$ cat src/rtl/tes_map.svh
`ifndef TES_MAP_SVH
`define TES_MAP_SVH
// Functional notes
// - Mode 2: expose from first line tick after trigger rise until tick after fall.
// - Mode 2: start waits for a line tick unless line-aligned start select is set.
// - Frame sync is output only at the start of a readout; in mode 4 that readout follows a frame sync, not a trigger.
// - Exposure pulse covers accumulation; readout window covers the video readout.
// - Full, partial scan and binning work; partial scan overrides binning.
// - Full frame reads 1220 lines, vertical binning reads 594 lines.
// - Mode 3 exposes like mode 2 but always starts on a line tick, ignoring line-aligned start select, and holds readout until external frame sync.
// - Mode 4: first frame sync starts exposure; each later one ends it, starts a new one, reads the last.
// - Mode 5: start at line tick after trigger rise, stop at frame sync rise.

`define TES_ADDR_CTRL 4'h0
`define TES_ADDR_STATUS 4'h4
`define TES_CTRL_RESET 7'h00
`define TES_MODE_PWC 3'h2
`define TES_MODE_DELAY 3'h3
`define TES_MODE_LONG 3'h4
`define TES_MODE_STARTSTOP 3'h5
`define TES_STAT_CNT_LSB 16
`define TES_CLK_NS 40
`define TES_LINE_NS 53200
`define TES_LINE_CLKS (`TES_LINE_NS / `TES_CLK_NS)
`define TES_LINES_FULL 11'h4c4
`define TES_LINES_BIN 11'h252
`define TES_LINES_HALF 11'h262
`define TES_LINES_THIRD 11'h198
`define TES_LINES_SIXTH 11'h0cc
`endif

$ cat src/rtl/tes_pkg.sv
package tes_pkg;
	typedef enum logic [2:0] {
		TES_IDLE = 3'b000,
		TES_WAIT_START = 3'b001,
		TES_EXPOSE = 3'b010,
		TES_WAIT_STOP = 3'b011,
		TES_HOLD = 3'b100,
		TES_LONG = 3'b101
	} tes_exp_e;

	typedef struct packed {
		logic [3:0] addr;
		logic [31:0] wdata;
		logic we;
		logic re;
	} tes_req_s;

	typedef struct packed {
		logic bin;
		logic [1:0] scan;
		logic aligned;
		logic [2:0] mode;
	} tes_ctrl_s;

	typedef struct packed {
		tes_ctrl_s ctrl;
		tes_exp_e st;
		logic [2:0] trg;
		logic [2:0] hs;
		logic [2:0] fs;
		logic [11:0] lcnt;
		logic rd_go;
		logic [10:0] rd_cnt;
		logic fs_out;
		logic win_n;
		logic exp;
		logic [31:0] rdata;
	} tes_state_s;
endpackage

$ cat src/rtl/tes_sequencer.sv
`timescale 1ns/10ps
`include "tes_map.svh"
module tes_sequencer (
	input wire logic sys_clk,
	input wire logic reset_n,
	input wire tes_pkg::tes_req_s reg_req,
	output logic [31:0] reg_rdata,
	input wire logic trigger_in,
	input wire logic line_sync,
	input wire logic frame_sync,
	output logic exposure_active_pulse,
	output logic readout_window_n,
	output logic frame_sync_out
);
	import tes_pkg::*;

	// ----------------------------------------
	// Helpers
	// ----------------------------------------
	function automatic logic [10:0] eff_lines(input logic [1:0] scan, input logic bin);
		logic [10:0] r;
		r = `TES_LINES_FULL;
		case (scan)
			2'd1: r = `TES_LINES_HALF;
			2'd2: r = `TES_LINES_THIRD;
			2'd3: r = `TES_LINES_SIXTH;
			default: r = bin ? `TES_LINES_BIN : `TES_LINES_FULL;
		endcase
		return r;
	endfunction

	function automatic logic exposing(input tes_exp_e st);
		return (st == TES_EXPOSE) || (st == TES_WAIT_STOP) || (st == TES_LONG);
	endfunction

	tes_state_s s_r;
	tes_state_s s_nxt;
	logic trig_rise;
	logic trig_fall;
	logic fs_rise;
	logic hs_rise;
	logic line_tick;

	// Stage 0 of each synchroniser feeds stage 1 only; edges use stages 1 and 2.
	assign trig_rise = s_r.trg[1] & ~s_r.trg[2];
	assign trig_fall = ~s_r.trg[1] & s_r.trg[2];
	assign fs_rise = s_r.fs[1] & ~s_r.fs[2];
	assign hs_rise = s_r.hs[1] & ~s_r.hs[2];
	// The internal line timer free-runs but is pulled into step by each external line sync.
	assign line_tick = hs_rise || (s_r.lcnt == 12'(`TES_LINE_CLKS - 1));

	// ----------------------------------------
	// Next state
	// ----------------------------------------
	always_comb begin
		s_nxt = s_r;
		s_nxt.trg = {s_r.trg[1:0], trigger_in};
		s_nxt.hs = {s_r.hs[1:0], line_sync};
		s_nxt.fs = {s_r.fs[1:0], frame_sync};
		s_nxt.lcnt = line_tick ? 12'h000 : 12'(s_r.lcnt + 12'h001);
		s_nxt.rd_go = 1'b0;

		if (reg_req.we && reg_req.addr == `TES_ADDR_CTRL) begin
			s_nxt.ctrl = tes_ctrl_s'(reg_req.wdata[6:0]);
		end
		s_nxt.rdata = 32'h0000_0000;
		if (reg_req.re) begin
			case (reg_req.addr)
				`TES_ADDR_CTRL: s_nxt.rdata = {25'h000_0000, s_r.ctrl};
				`TES_ADDR_STATUS: begin
					s_nxt.rdata[2:0] = s_r.st;
					s_nxt.rdata[3] = s_r.exp;
					s_nxt.rdata[4] = ~s_r.win_n;
					s_nxt.rdata[5] = s_r.fs_out;
					s_nxt.rdata[`TES_STAT_CNT_LSB +: 11] = s_r.rd_cnt;
				end
				default: s_nxt.rdata = 32'h0000_0000;
			endcase
		end

		// Exposure sequencing; a trigger is only taken while idle.
		case (s_r.st)
			TES_IDLE: begin
				if (s_r.ctrl.mode == `TES_MODE_LONG) begin
					if (fs_rise) begin
						s_nxt.st = TES_LONG;
					end
				end else if (trig_rise && (s_r.ctrl.mode == `TES_MODE_PWC
						|| s_r.ctrl.mode == `TES_MODE_DELAY
						|| s_r.ctrl.mode == `TES_MODE_STARTSTOP)) begin
					if (s_r.ctrl.mode == `TES_MODE_PWC && s_r.ctrl.aligned) begin
						s_nxt.st = TES_EXPOSE;
					end else if (line_tick) begin
						s_nxt.st = TES_EXPOSE;
					end else begin
						s_nxt.st = TES_WAIT_START;
					end
				end
			end
			TES_WAIT_START: begin
				if (line_tick) begin
					s_nxt.st = TES_EXPOSE;
				end
			end
			TES_EXPOSE: begin
				if (s_r.ctrl.mode == `TES_MODE_STARTSTOP) begin
					if (fs_rise) begin
						s_nxt.st = TES_IDLE;
						s_nxt.rd_go = 1'b1;
					end
				end else if (trig_fall) begin
					s_nxt.st = TES_WAIT_STOP;
				end
			end
			TES_WAIT_STOP: begin
				if (line_tick) begin
					if (s_r.ctrl.mode == `TES_MODE_DELAY) begin
						s_nxt.st = TES_HOLD;
					end else begin
						s_nxt.st = TES_IDLE;
						s_nxt.rd_go = 1'b1;
					end
				end
			end
			TES_HOLD: begin
				if (fs_rise) begin
					s_nxt.st = TES_IDLE;
					s_nxt.rd_go = 1'b1;
				end
			end
			TES_LONG: begin
				if (s_r.ctrl.mode != `TES_MODE_LONG) begin
					s_nxt.st = TES_IDLE;
				end else if (fs_rise) begin
					s_nxt.rd_go = 1'b1;
				end
			end
			default: s_nxt.st = TES_IDLE;
		endcase

		// Readout runs apart from exposure, so a new exposure may overlap it.
		if (s_r.rd_go) begin
			s_nxt.rd_cnt = eff_lines(s_r.ctrl.scan, s_r.ctrl.bin);
			s_nxt.fs_out = 1'b1;
		end else if (line_tick) begin
			if (s_r.fs_out) begin
				s_nxt.fs_out = 1'b0;
			end else if (s_r.rd_cnt != 11'h000) begin
				s_nxt.rd_cnt = s_r.rd_cnt - 11'h001;
			end
		end
		s_nxt.win_n = ~(s_nxt.rd_cnt != 11'h000 && !s_nxt.fs_out);
		s_nxt.exp = exposing(s_nxt.st);
	end

	always_ff @(posedge sys_clk or negedge reset_n) begin
		if (!reset_n) begin
			s_r <= '{ctrl: tes_ctrl_s'(`TES_CTRL_RESET), st: TES_IDLE, win_n: 1'b1,
				default: '0};
		end else begin
			s_r <= s_nxt;
		end
	end

	// ----------------------------------------
	// Outputs
	// ----------------------------------------
	// Every output is a field of the state register, so none can glitch between edges.
	assign reg_rdata = s_r.rdata;
	assign exposure_active_pulse = s_r.exp;
	assign readout_window_n = s_r.win_n;
	assign frame_sync_out = s_r.fs_out;
endmodule

$ cat config.mk
export PLATFORM = sky130hd
export DESIGN_NAME = tes_sequencer
export DESIGN_NICKNAME = d
export VERILOG_FILES = /design/src/rtl/tes_pkg.sv /design/src/rtl/tes_sequencer.sv
export VERILOG_INCLUDE_DIRS = /design/src /design/src/rtl
export SDC_FILE = /design/constraint.sdc
export NUM_CORES = 1
export LEC_CHECK = 0
export BUFFER_PORTS_ARGS = -buffer_cell sky130_fd_sc_hd__clkbuf_2
export CAP_MARGIN = 25
export CELL_PAD_IN_SITES_DETAIL_PLACEMENT = 0
export CELL_PAD_IN_SITES_GLOBAL_PLACEMENT = 2
export CORE_MARGIN = 2
export CORE_UTILIZATION = 33
export CTS_CLUSTER_DIAMETER = 200
export DETAILED_ROUTE_END_ITERATION = 8
export PLACE_DENSITY_LB_ADDON = 0.1
export SLEW_MARGIN = 20
export SYNTH_ARGS = -nofsm -noshare
export SYNTH_HDL_FRONTEND = slang
export SYNTH_SLANG_ARGS = --single-unit
$ cat constraint.sdc
create_clock -name sys_clk -period 3.45 [get_ports sys_clk]
set_input_delay 0.345 -clock sys_clk [delete_from_list [all_inputs] [get_ports sys_clk]]
set_output_delay 0.345 -clock sys_clk [all_outputs]
set_load 0.02 [all_outputs]
==> results of run 1 <==
-- cell type report --
type                            count  area [sq um]
Multi-Input combinational cell    210          1400
Timing Repair Buffer               42           220
Clock buffer                       10           138
Tap cell                          133           166
Inverter                           11          41.3
Clock inverter                      5          33.8
Fill cell                         996          6080
Sequential cell                    64          1600
-- flip-flops by register name, summed over array words and instances, names as in the netlist --
signal / flops
reg_rdata: 18
s_nxt: 6
readout_window_n: 1
exposure_active_pulse: 1
s_r: 37
frame_sync_out: 1
-- kinds of logic after synthesis --
family                     synth area share [%]
DFF                                        49.0
AOI/OAI and AO/OA                          10.6
and+or+nand+nor                            21.7
buffers and inverters                      9.87
other                                     0.115
xor gates and xnor gates                   3.48
muxes                                      3.64
adders and majority gates                  1.53
-- placed cells by master, fill, tap and decap left out, drive strengths merged, types with 6 or more instances in the layout --
cell type	instances
xnor2	8
mux2	7
nor2b	12
nor3	10
a21oi	8
inv	11
nand2	12
clkbuf	47
and3	12
nand2b	6
conb	14
o21ai	10
nor2	31
nand3	8
dfrtp	63
a22oi	6
-- through the flow --
step           total power, W  setup WS [ns]  instances
3_3_place_gp          0.00169          0.607        460
2_1_floorplan         0.00152          0.998        328
3_5_place_dp          0.00169          0.639        460
5_1_grt               0.00241          0.451        475
6_report              0.00223          0.636        475
4_1_cts               0.00227          0.614        475
-- worst max-delay path, stage by stage, from the launching register on --
cell and delay, ns:
dfrtp_1 0.44, or4b_4 0.60, o41ai_4 0.69, nor4b_4 0.33
mux2i_1 0.25, and4bb_1 0.22, a31o_1 0.22
-- worst max path at each step --
stage,startpoint,end,slack (ns)
after global routing,s_r[54],readout_window_n,0.45
after detailed placement,s_r[54],readout_window_n,0.64
after CTS,s_r[54],readout_window_n,0.61
final,s_r[54],readout_window_n,0.64
after global placement,s_r[54],readout_window_n,0.61
after floorplan,s_r[54],readout_window_n,1.0
-- layer usage --
metal / routed length (um) / part of all wire [%]
met2: 3020 / 45
met3: 302 / 4.5
met1: 3240 / 49
met5: 0 / 0
met4: 100 / 1.5
-- power breakdown --
group	leakage (nW)	switching, W	internal, W
clock	0.0841	0.000291	0.000275
sequential	0.826	0.000213	0.000888
combinational	0.757	0.000302	0.000266
total	1.67	0.000806	0.00143
==> impl_metrics.env, run 1 <==
export IMPL_syn_to_final_growth_pct=10.1
export IMPL_reg2reg_depth=6
export IMPL_clock_skew_ns=0.0117
export IMPL_worst_r2r_endpoint="readout_window_n"
export IMPL_yosysSeqAreaShare_pct=49.0
export IMPL_diodes=0
export IMPL_firstDrtPassIters=4
export IMPL_grt_pass1_wl_mm=11.4
export IMPL_grtUsageMet2_pct=21.1
export IMPL_synth_cells=315
export IMPL_required_ns=3.71
export IMPL_placed_area_sq_um=3430
export IMPL_yosys_top_cells_count="63 x dfrtp_1, 32 x buf_4, 31 x nor2_1"
export IMPL_finalSetupTns_ns=0
export IMPL_drive_gt1_share_pct=23.1
export IMPL_groute_layer_met3_usage_pct=2.58
export IMPL_clk_latency_ns=0.34
export IMPL_coreArea_sq_um=9680
export IMPL_hold_buffers=0
export IMPL_yosysMostFrequentCell="dfrtp_1"
export IMPL_root_buffer="clkbuf_8"
export IMPL_worstSetupPathType="flop to flop"
export IMPL_floorplan_initialDensity_pct=33.8
export IMPL_fin_crit_sh_pct=81.6
export IMPL_grtUsageMet1_pct=18.4
export IMPL_fin_hold_ws_ns=-0.00759
export IMPL_fin_area_sq_um=3600
export IMPL_ctsResizeCount=0
export IMPL_synth_edf_count=0
export IMPL_cp_end_kind="flop"
export IMPL_maxSlewViolCount=0
export IMPL_vias_per_cell=4.73
export IMPL_hold_class="primary input to asynchronous set/reset pin"
export IMPL_violations="negative hold slack"
export IMPL_yosysTopAreaCellShare_pct=48.2
export IMPL_die_w_um=104
export IMPL_cts_tree="built"
export IMPL_max_cap_violations=0
export IMPL_r2r_start="s_r[54]"
export IMPL_ant_nets=0
export IMPL_grt_use_total_pct=13.4
export IMPL_crit_fanout=10
export IMPL_clock_sinks=64
export IMPL_clk_pin_slew_ns=0.08
export IMPL_die_area_sq_um=10700
export IMPL_wl_per_cell_um=14.0
export IMPL_synthTopCellsByArea="dfrtp_1 48%, buf_4 7.3%, nor2_1 3.6%"
export IMPL_p_leak_nw=1.67
export IMPL_syn_cell_area_sq_um=3270
export IMPL_grt_pass1_vias=2214
export IMPL_port_buffers=38
export IMPL_ys_ff_latch=64
export IMPL_via_count=2246
export IMPL_initialDrtViolationCount=106
export IMPL_synthArstFlopShare_pct=100
export IMPL_hold_viol_final=14
export IMPL_start_kind="flop"
export IMPL_synth_top_cell_by_area="dfrtp_1"
export IMPL_drc_errors=0
export IMPL_post_cts_buffers=0
export IMPL_gp_congestion=0.780
export IMPL_grt_busiest_layer="met2"
export IMPL_rows=36
export IMPL_avgSynthCellArea_sq_um=10.4
export IMPL_finalSetupViolCount=0
export IMPL_layout_min_cycle_time_ns=2.81
export IMPL_dp_hpwl_mm=4.85
export IMPL_rrSetupSlack_ns=0.64
export IMPL_outcome="finished, violations left"
export IMPL_clk_path_buf_depth=2
export IMPL_routed_wl_mm=6.66
export IMPL_vdd_drop_max_uv=306
export IMPL_overflow=0
export IMPL_antenna_found_initial=0
export IMPL_post_route_util_pct=37.2
export IMPL_final_nets=385
export IMPL_ys_warn_count=0
export IMPL_worst_pin_slew_ns=0.673
export IMPL_yosys_cell_types_count=58
export IMPL_crit_arrival_ns=3.08
export IMPL_cts_made_buffers=9
export IMPL_htree_levels=3
export IMPL_synthFlopType="dfrtp_1"
export IMPL_max_freq_mhz=355
export IMPL_slew_headroom_pct=55.0
export IMPL_die_h_um=104
export IMPL_rsz0062_at_grt="no"
export IMPL_ioPinCount=78
export IMPL_grt_max_degree=40
export IMPL_p_per_area_nw_per_um2=620
Note: power is estimated with default switching activity, not from simulation.
==> run 2: changes to the inputs <==
Settings changed: ABC_AREA from default to 1, CORE_UTILIZATION 33 to 28.
Clock period 3.45 ns to 2.5 ns, I/O delays scaled along.
==> run 2 against run 1 <==
Effect of this change:
- the flow now finishes without violations
- clock skew is 0.0074 ns lower
- global-route usage up 0.17 points
- non-clock buffer count unchanged
- die area rose by 21%
- hold slack better by 0.029 ns
- largest cell class unchanged
- count of clock-buffer cells in the layout unchanged
- synthesized area up 3.2%
- critical path type unchanged
==> impl_metrics.env, run 2 <==
export IMPL_fin_crit_sh_pct=80.7
export IMPL_critical_path_depth=13
export IMPL_via_count=2690
export IMPL_yosys_top_cells_count="76 x nand2_1, 63 x dfrtp_1, 54 x inv_1, 47 x nor2_1, 41 x nand3_1"
export IMPL_synthTopCellsByArea="dfrtp_1 47%, nand2_1 8.5%, buf_4 7.3%"
export IMPL_port_buffers=38
export IMPL_rsz0062_at_grt="no"
export IMPL_critPathMostFrequentCell="nand2_1"
export IMPL_yosysSeqAreaShare_pct=47.5
export IMPL_grt_pass1_vias=2604
export IMPL_crit_arrival_ns=2.29
export IMPL_holdPathStages=1
export IMPL_diodes=0
export IMPL_drc_errors=0
export IMPL_maxSlewViolCount=0
export IMPL_clk_path_buf_depth=2
export IMPL_avgSynthCellArea_sq_um=7.92
export IMPL_root_buffer="clkbuf_16"
export IMPL_p_per_area_nw_per_um2=988
export IMPL_outcome="finished, final reports clean"
export IMPL_ys_ff_latch=64
export IMPL_worst_pin_slew_ns=0.586
export IMPL_ys_warn_count=0
export IMPL_floorplan_initialDensity_pct=28.4
export IMPL_clock_skew_ns=0.00437
export IMPL_max_freq_mhz=496
export IMPL_cp_cell_sequence="clkinv_1 -> ha_1 -> nand3_2 -> nor2_2 -> nor2_2 -> nand2_2 -> nor2_1 -> nand2_1 -> nand3_1 -> nand2_1 -> nor2_1 -> nand3_1 -> nand2_1"
export IMPL_yosysTopAreaCellShare_pct=46.7
export IMPL_cp_end_kind="flop"
export IMPL_dp_hpwl_mm=5.98
export IMPL_hold_buffers=1
export IMPL_synth_simple_gate_area_share_pct=27.0
export IMPL_die_h_um=114
export IMPL_syn_to_final_growth_pct=15.2
export IMPL_synth_top_family_by_area="simple AND/OR/NAND/NOR gates"
export IMPL_wl_per_cell_um=13.4
export IMPL_rows=40
export IMPL_hold_viol_final=0
export IMPL_synth_fa_ha_area_share_pct=1.48
export IMPL_required_ns=2.78
export IMPL_coreArea_sq_um=11900
export IMPL_finalSetupViolCount=0
export IMPL_finalSetupTns_ns=0
export IMPL_path_delay_family="simple AND/OR/NAND/NOR gates"
export IMPL_syn_cell_area_sq_um=3370
export IMPL_htree_levels=3
export IMPL_post_cts_buffers=0
export IMPL_slowest_delay_ns=0.35
export IMPL_initialDrtViolationCount=71
export IMPL_final_nets=501
export IMPL_mostFrequentLayoutCell="nand2_1"
export IMPL_crit_buf_inv=1
export IMPL_start_kind="flop"
export IMPL_post_route_util_pct=32.8
export IMPL_cp_slowest_cell="dfrtp_1"
export IMPL_yosys_cell_types_count=35
export IMPL_hold_class="primary input to flop"
export IMPL_gp_congestion=0.773
export IMPL_largest_reg_flops=37
export IMPL_muxShareOfSynthArea_pct=0
export IMPL_crit_fanout=6
export IMPL_slew_headroom_pct=60.9
export IMPL_vdd_drop_max_uv=489
export IMPL_grt_pass1_wl_mm=13.4
export IMPL_firstDrtPassIters=4
export IMPL_grt_max_degree=43
export IMPL_ant_nets=0
export IMPL_clk_pin_slew_ns=0.06
export IMPL_cts_tree="built"
export IMPL_fillCellCount=1300
export IMPL_routed_wl_mm=8.11
export IMPL_antenna_found_initial=0
export IMPL_reg2reg_depth=13
export IMPL_drive_gt1_share_pct=17.4
export IMPL_synthFlopType="dfrtp_1"
export IMPL_synth_top_cell_by_area="dfrtp_1"
export IMPL_synth_compound_area_share_pct=8.31
export IMPL_synth_xor_area_share_pct=0
export IMPL_final_cell_mix="76 x nand2_1, 63 x dfrtp_1, 54 x inv_1, 47 x nor2_1, 41 x nand3_1"
export IMPL_die_area_sq_um=12900
export IMPL_p_leak_nw=1.98
export IMPL_clock_sinks=64
export IMPL_worstSetupPathType="flop to flop"
export IMPL_grt_use_total_pct=13.6
export IMPL_ctsResizeCount=0
export IMPL_clk_latency_ns=0.33
export IMPL_rrSetupSlack_ns=0.48
export IMPL_yosysMostFrequentCell="nand2_1"
export IMPL_max_flop_register="s_r"
export IMPL_vias_per_cell=4.44
export IMPL_cts_made_buffers=9
export IMPL_layout_min_cycle_time_ns=2.02
export IMPL_synth_cells=426
export IMPL_synth_edf_count=0
export IMPL_overflow=0
export IMPL_ioPinCount=78
export IMPL_max_cap_violations=0
export IMPL_die_w_um=114
export IMPL_synthArstFlopShare_pct=100
run 2: through the flow:
stage	std cells	area, sq um	total power, W	hold slack, ns	setup slack [ns]
finish	606	3890	0.00384	0.0218	0.482
global placement	588	3540	0.00253	0.286	0.413
detailed placement	588	3540	0.00252	0.288	0.449
CTS	605	3880	0.00392	0.00413	0.429
floorplan	439	3420	0.00219	-0.0456	0.878
global route	606	3890	0.00414	0.000750	0.200
run 2: report_power, final:
| part | switching, W | internal, W | total [W] |
|---|---|---|---|
| sequential | 0.000189 | 0.00123 | 0.00141 |
| combinational | 0.000720 | 0.000349 | 0.00107 |
| clock | 0.000462 | 0.000894 | 0.00136 |
| total | 0.00137 | 0.00247 | 0.00384 |
run 2: metal layers:
metal	vias to the layer above	part of all wire, %	global-route usage, %
li1	1371	-	-
met1	1254	46	16.6
met2	56	49	22.8
met3	9	4.1	4.68
met4	0	1.2	4.31
met5	-	0	0
run 2: path summary, 6_finish.rpt:
path,start,endpoint
setup / recovery,s_r[35],readout_window_n
hold / removal,trigger_in,s_nxt[66]
setup reg to reg,s_r[35],readout_window_n
hold reg to reg,s_nxt[66],s_nxt[67]
max in group asynchronous,reset_n,readout_window_n
min in group asynchronous,reset_n,reg_rdata[24]
run 2: area by class of cell:
type	count	area (sq um)	share of cell area, %
Sequential cell	64	1600	41.2
Multi-Input combinational cell	271	1290	33.3
Tap cell	147	184	4.73
Clock buffer	10	239	6.15
Inverter	66	248	6.37
Timing Repair Buffer	42	238	6.12
Clock inverter	6	82.6	2.12
run 2: cells by family after synthesis:
family | count (synthesis)
simple gates | 203
buf+inv | 104
flops | 64
compound gates | 50
fa+ha+maj | 4
other cells | 1
run 2: worst reg2reg max path, cell delays in order, from the launching register on:
cell and delay [ns]:
dfrtp_1 0.35, clkinv_1 0.13, ha_1 0.29, nand3_2 0.12, nor2_2 0.07, nor2_2 0.25
nand2_2 0.14, nor2_1 0.12, nand2_1 0.06, nand3_1 0.10, nand2_1 0.09, nor2_1 0.10
nand3_1 0.07, nand2_1 0.08
==> run 3: changes to the inputs <==
Settings changed: ABC_AREA 1 to 0, CORE_UTILIZATION 28 to 33.
Clock period 2.5 ns to 2.1 ns, I/O delays scaled along.
==> run 3 against run 2 <==
Effect of this change:
- the flow now finishes with violations (negative setup slack)
- setup slack got worse by 0.77 ns
- sequential power increased by 17%
- clock power decreased by 13%
- wire length decreased by 5.3%
- via count decreased by 8.1%
==> impl_metrics.env, run 3 (same netlist as run 1, synthesis figures left out) <==
export IMPL_reg2reg_depth=7
export IMPL_floorplan_initialDensity_pct=33.8
export IMPL_syn_to_final_growth_pct=30.1
export IMPL_ant_nets=0
export IMPL_cts_tree="built"
export IMPL_fin_area_sq_um=4250
export IMPL_wl_per_cell_um=14.5
export IMPL_internal_power_w=0.00297
export IMPL_max_flop_register="s_r"
export IMPL_hold_viol_final=0
export IMPL_min_from="reg_req[4]"
export IMPL_required_ns=2.39
export IMPL_pwr_share_clk_pct=26.0
export IMPL_grt_pass1_wl_mm=12.8
export IMPL_crit_fanout=5
export IMPL_setup_ws_ns=-0.291
export IMPL_final_cell_mix="63 x dfrtp_1, 46 x buf_4, 38 x clkbuf_2, 30 x nor2_1, 14 x conb_1"
export IMPL_die_h_um=104
export IMPL_crit_arrival_ns=2.68
export IMPL_port_buffers=38
export IMPL_ioPinCount=78
export IMPL_max_cap_violations=0
export IMPL_via_count=2471
export IMPL_start_kind="flop"
export IMPL_r2r_start="s_r[54]"
export IMPL_max_freq_mhz=418
export IMPL_initialDrtViolationCount=92
export IMPL_p_sw_share_pct=35.0
export IMPL_p_comb_share_pct=37.9
export IMPL_gp_congestion=0.780
export IMPL_htree_levels=3
export IMPL_grt_use_total_pct=15.1
export IMPL_coreArea_sq_um=9680
export IMPL_finalSetupViolCount=12
export IMPL_outcome="finished, violations left"
export IMPL_slowest_delay_ns=0.57
export IMPL_mostFrequentLayoutCell="dfrtp_1"
export IMPL_rows=36
export IMPL_violations="negative setup slack"
export IMPL_layout_min_cycle_time_ns=2.39
export IMPL_path_delay_family="compound AO/OA/AOI/OAI gates"
export IMPL_root_buffer="clkbuf_8"
export IMPL_largest_reg_flops=37
export IMPL_rrSetupSlack_ns=-0.29
export IMPL_cts_made_buffers=9
export IMPL_die_area_sq_um=10700
export IMPL_cp_slowest_cell="or4b_4"
export IMPL_p_per_area_nw_per_um2=1080
export IMPL_diodes=0
export IMPL_antenna_found_initial=0
export IMPL_die_w_um=104
export IMPL_grt_max_degree=65
export IMPL_maxSlewViolCount=0
export IMPL_clk_pin_slew_ns=0.08
export IMPL_crit_buf_inv=1
export IMPL_dp_hpwl_mm=5.44
export IMPL_final_nets=438
export IMPL_p_leak_nw=2.03
export IMPL_hold_class="primary input to flop"
export IMPL_drc_errors=0
export IMPL_clk_latency_ns=0.34
export IMPL_seq_power_share_pct=36.1
export IMPL_placed_area_sq_um=3760
export IMPL_holdPathEnd="s_r[73]"
export IMPL_power_w=0.00457
export IMPL_vias_per_cell=4.67
export IMPL_rsz0062_at_grt="yes"
export IMPL_cp_cell_sequence="or4b_4 -> o41ai_4 -> buf_4 -> a21oi_1 -> a221o_1 -> and4bb_1 -> a31o_1"
export IMPL_routed_wl_mm=7.68
export IMPL_clk_path_buf_depth=2
export IMPL_clock_sinks=64
export IMPL_overflow=0
export IMPL_firstDrtPassIters=4
export IMPL_vdd_drop_max_uv=453
export IMPL_worst_pin_slew_ns=0.705
export IMPL_post_route_util_pct=43.9
export IMPL_clock_skew_ns=0.0105
export IMPL_drive_gt1_share_pct=37.9
export IMPL_cp_end_kind="flop"
export IMPL_netSwitchingPower_w=0.00160
export IMPL_fin_hold_ws_ns=0.0935
export IMPL_worst_r2r_endpoint="readout_window_n"
export IMPL_fin_crit_sh_pct=114
export IMPL_slew_headroom_pct=52.6
export IMPL_grt_pass1_vias=2498
export IMPL_worstSetupPathType="flop to flop"
export IMPL_holdPathStages=2
-- run 3: worst reg2reg max path: cells and delay by family, from the launching register on --
family | cells | cell delay, ns
compound gates | 4 | 0.91
simple gates | 2 | 0.82
flops | 1 | 0.37
buf+inv | 1 | 0.23
-- run 3: stage by stage --
step / cells / setup slack [ns] / TNS (ns)
after floorplan: 328 / -0.309 / -0.539
after global placement: 500 / -0.288 / -1.38
after detailed placement: 500 / -0.274 / -1.33
after CTS: 527 / -0.260 / -1.12
after global routing: 529 / -0.390 / -2.39
final: 529 / -0.291 / -1.30
-- run 3: layout make-up --
type,instances,area (sq um)
clock buffers,9,124
clock inverters,7,95.1
fillers,992,5430
inverters,11,41.3
multi-input cells,210,1560
flip-flops and latches,64,1600
well taps,133,166
repair buffers,95,663
-- run 3: what timing repair did --
item,in CTS,in global routing
gates cloned,1,0
hold buffers,4,0
hold endpoints to repair,66,0
endpoints found under the setup margin,12,15
pin swaps,16,6
buffers inserted,7,2
gates resized for setup,23,18
-- run 3: worst max path at each step --
stage	startpoint	end	slack (ns)	depth (start not counted)
finish	s_r[54]	readout_window_n	-0.29	7
CTS	s_r[58]	readout_window_n	-0.26	6
global placement	s_r[56]	exposure_active_pulse	-0.29	6
global route	s_r[54]	readout_window_n	-0.39	6
floorplan	s_r[48]	readout_window_n	-0.31	8
detailed placement	s_r[54]	exposure_active_pulse	-0.27	6
-- run 3: routing by layer --
| layer | vias up | global-route usage, % | routed length (um) |
|---|---|---|---|
| li1 | 1209 | - | - |
| met1 | 1192 | 20.8 | 3670 |
| met2 | 58 | 23.1 | 3510 |
| met3 | 12 | 2.89 | 347 |
| met4 | 0 | 6.76 | 156 |
| met5 | - | 0 | 0 |
-- run 3: power groups by stage --
stage                     combinational [W]  sequential (W)  clock [W]
after global routing                0.00191         0.00169    0.00126
after floorplan                    0.000834         0.00167          0
after detailed placement            0.00147         0.00166          0
after global placement              0.00148         0.00167          0
final                               0.00173         0.00165    0.00119
after CTS                           0.00160         0.00165    0.00121
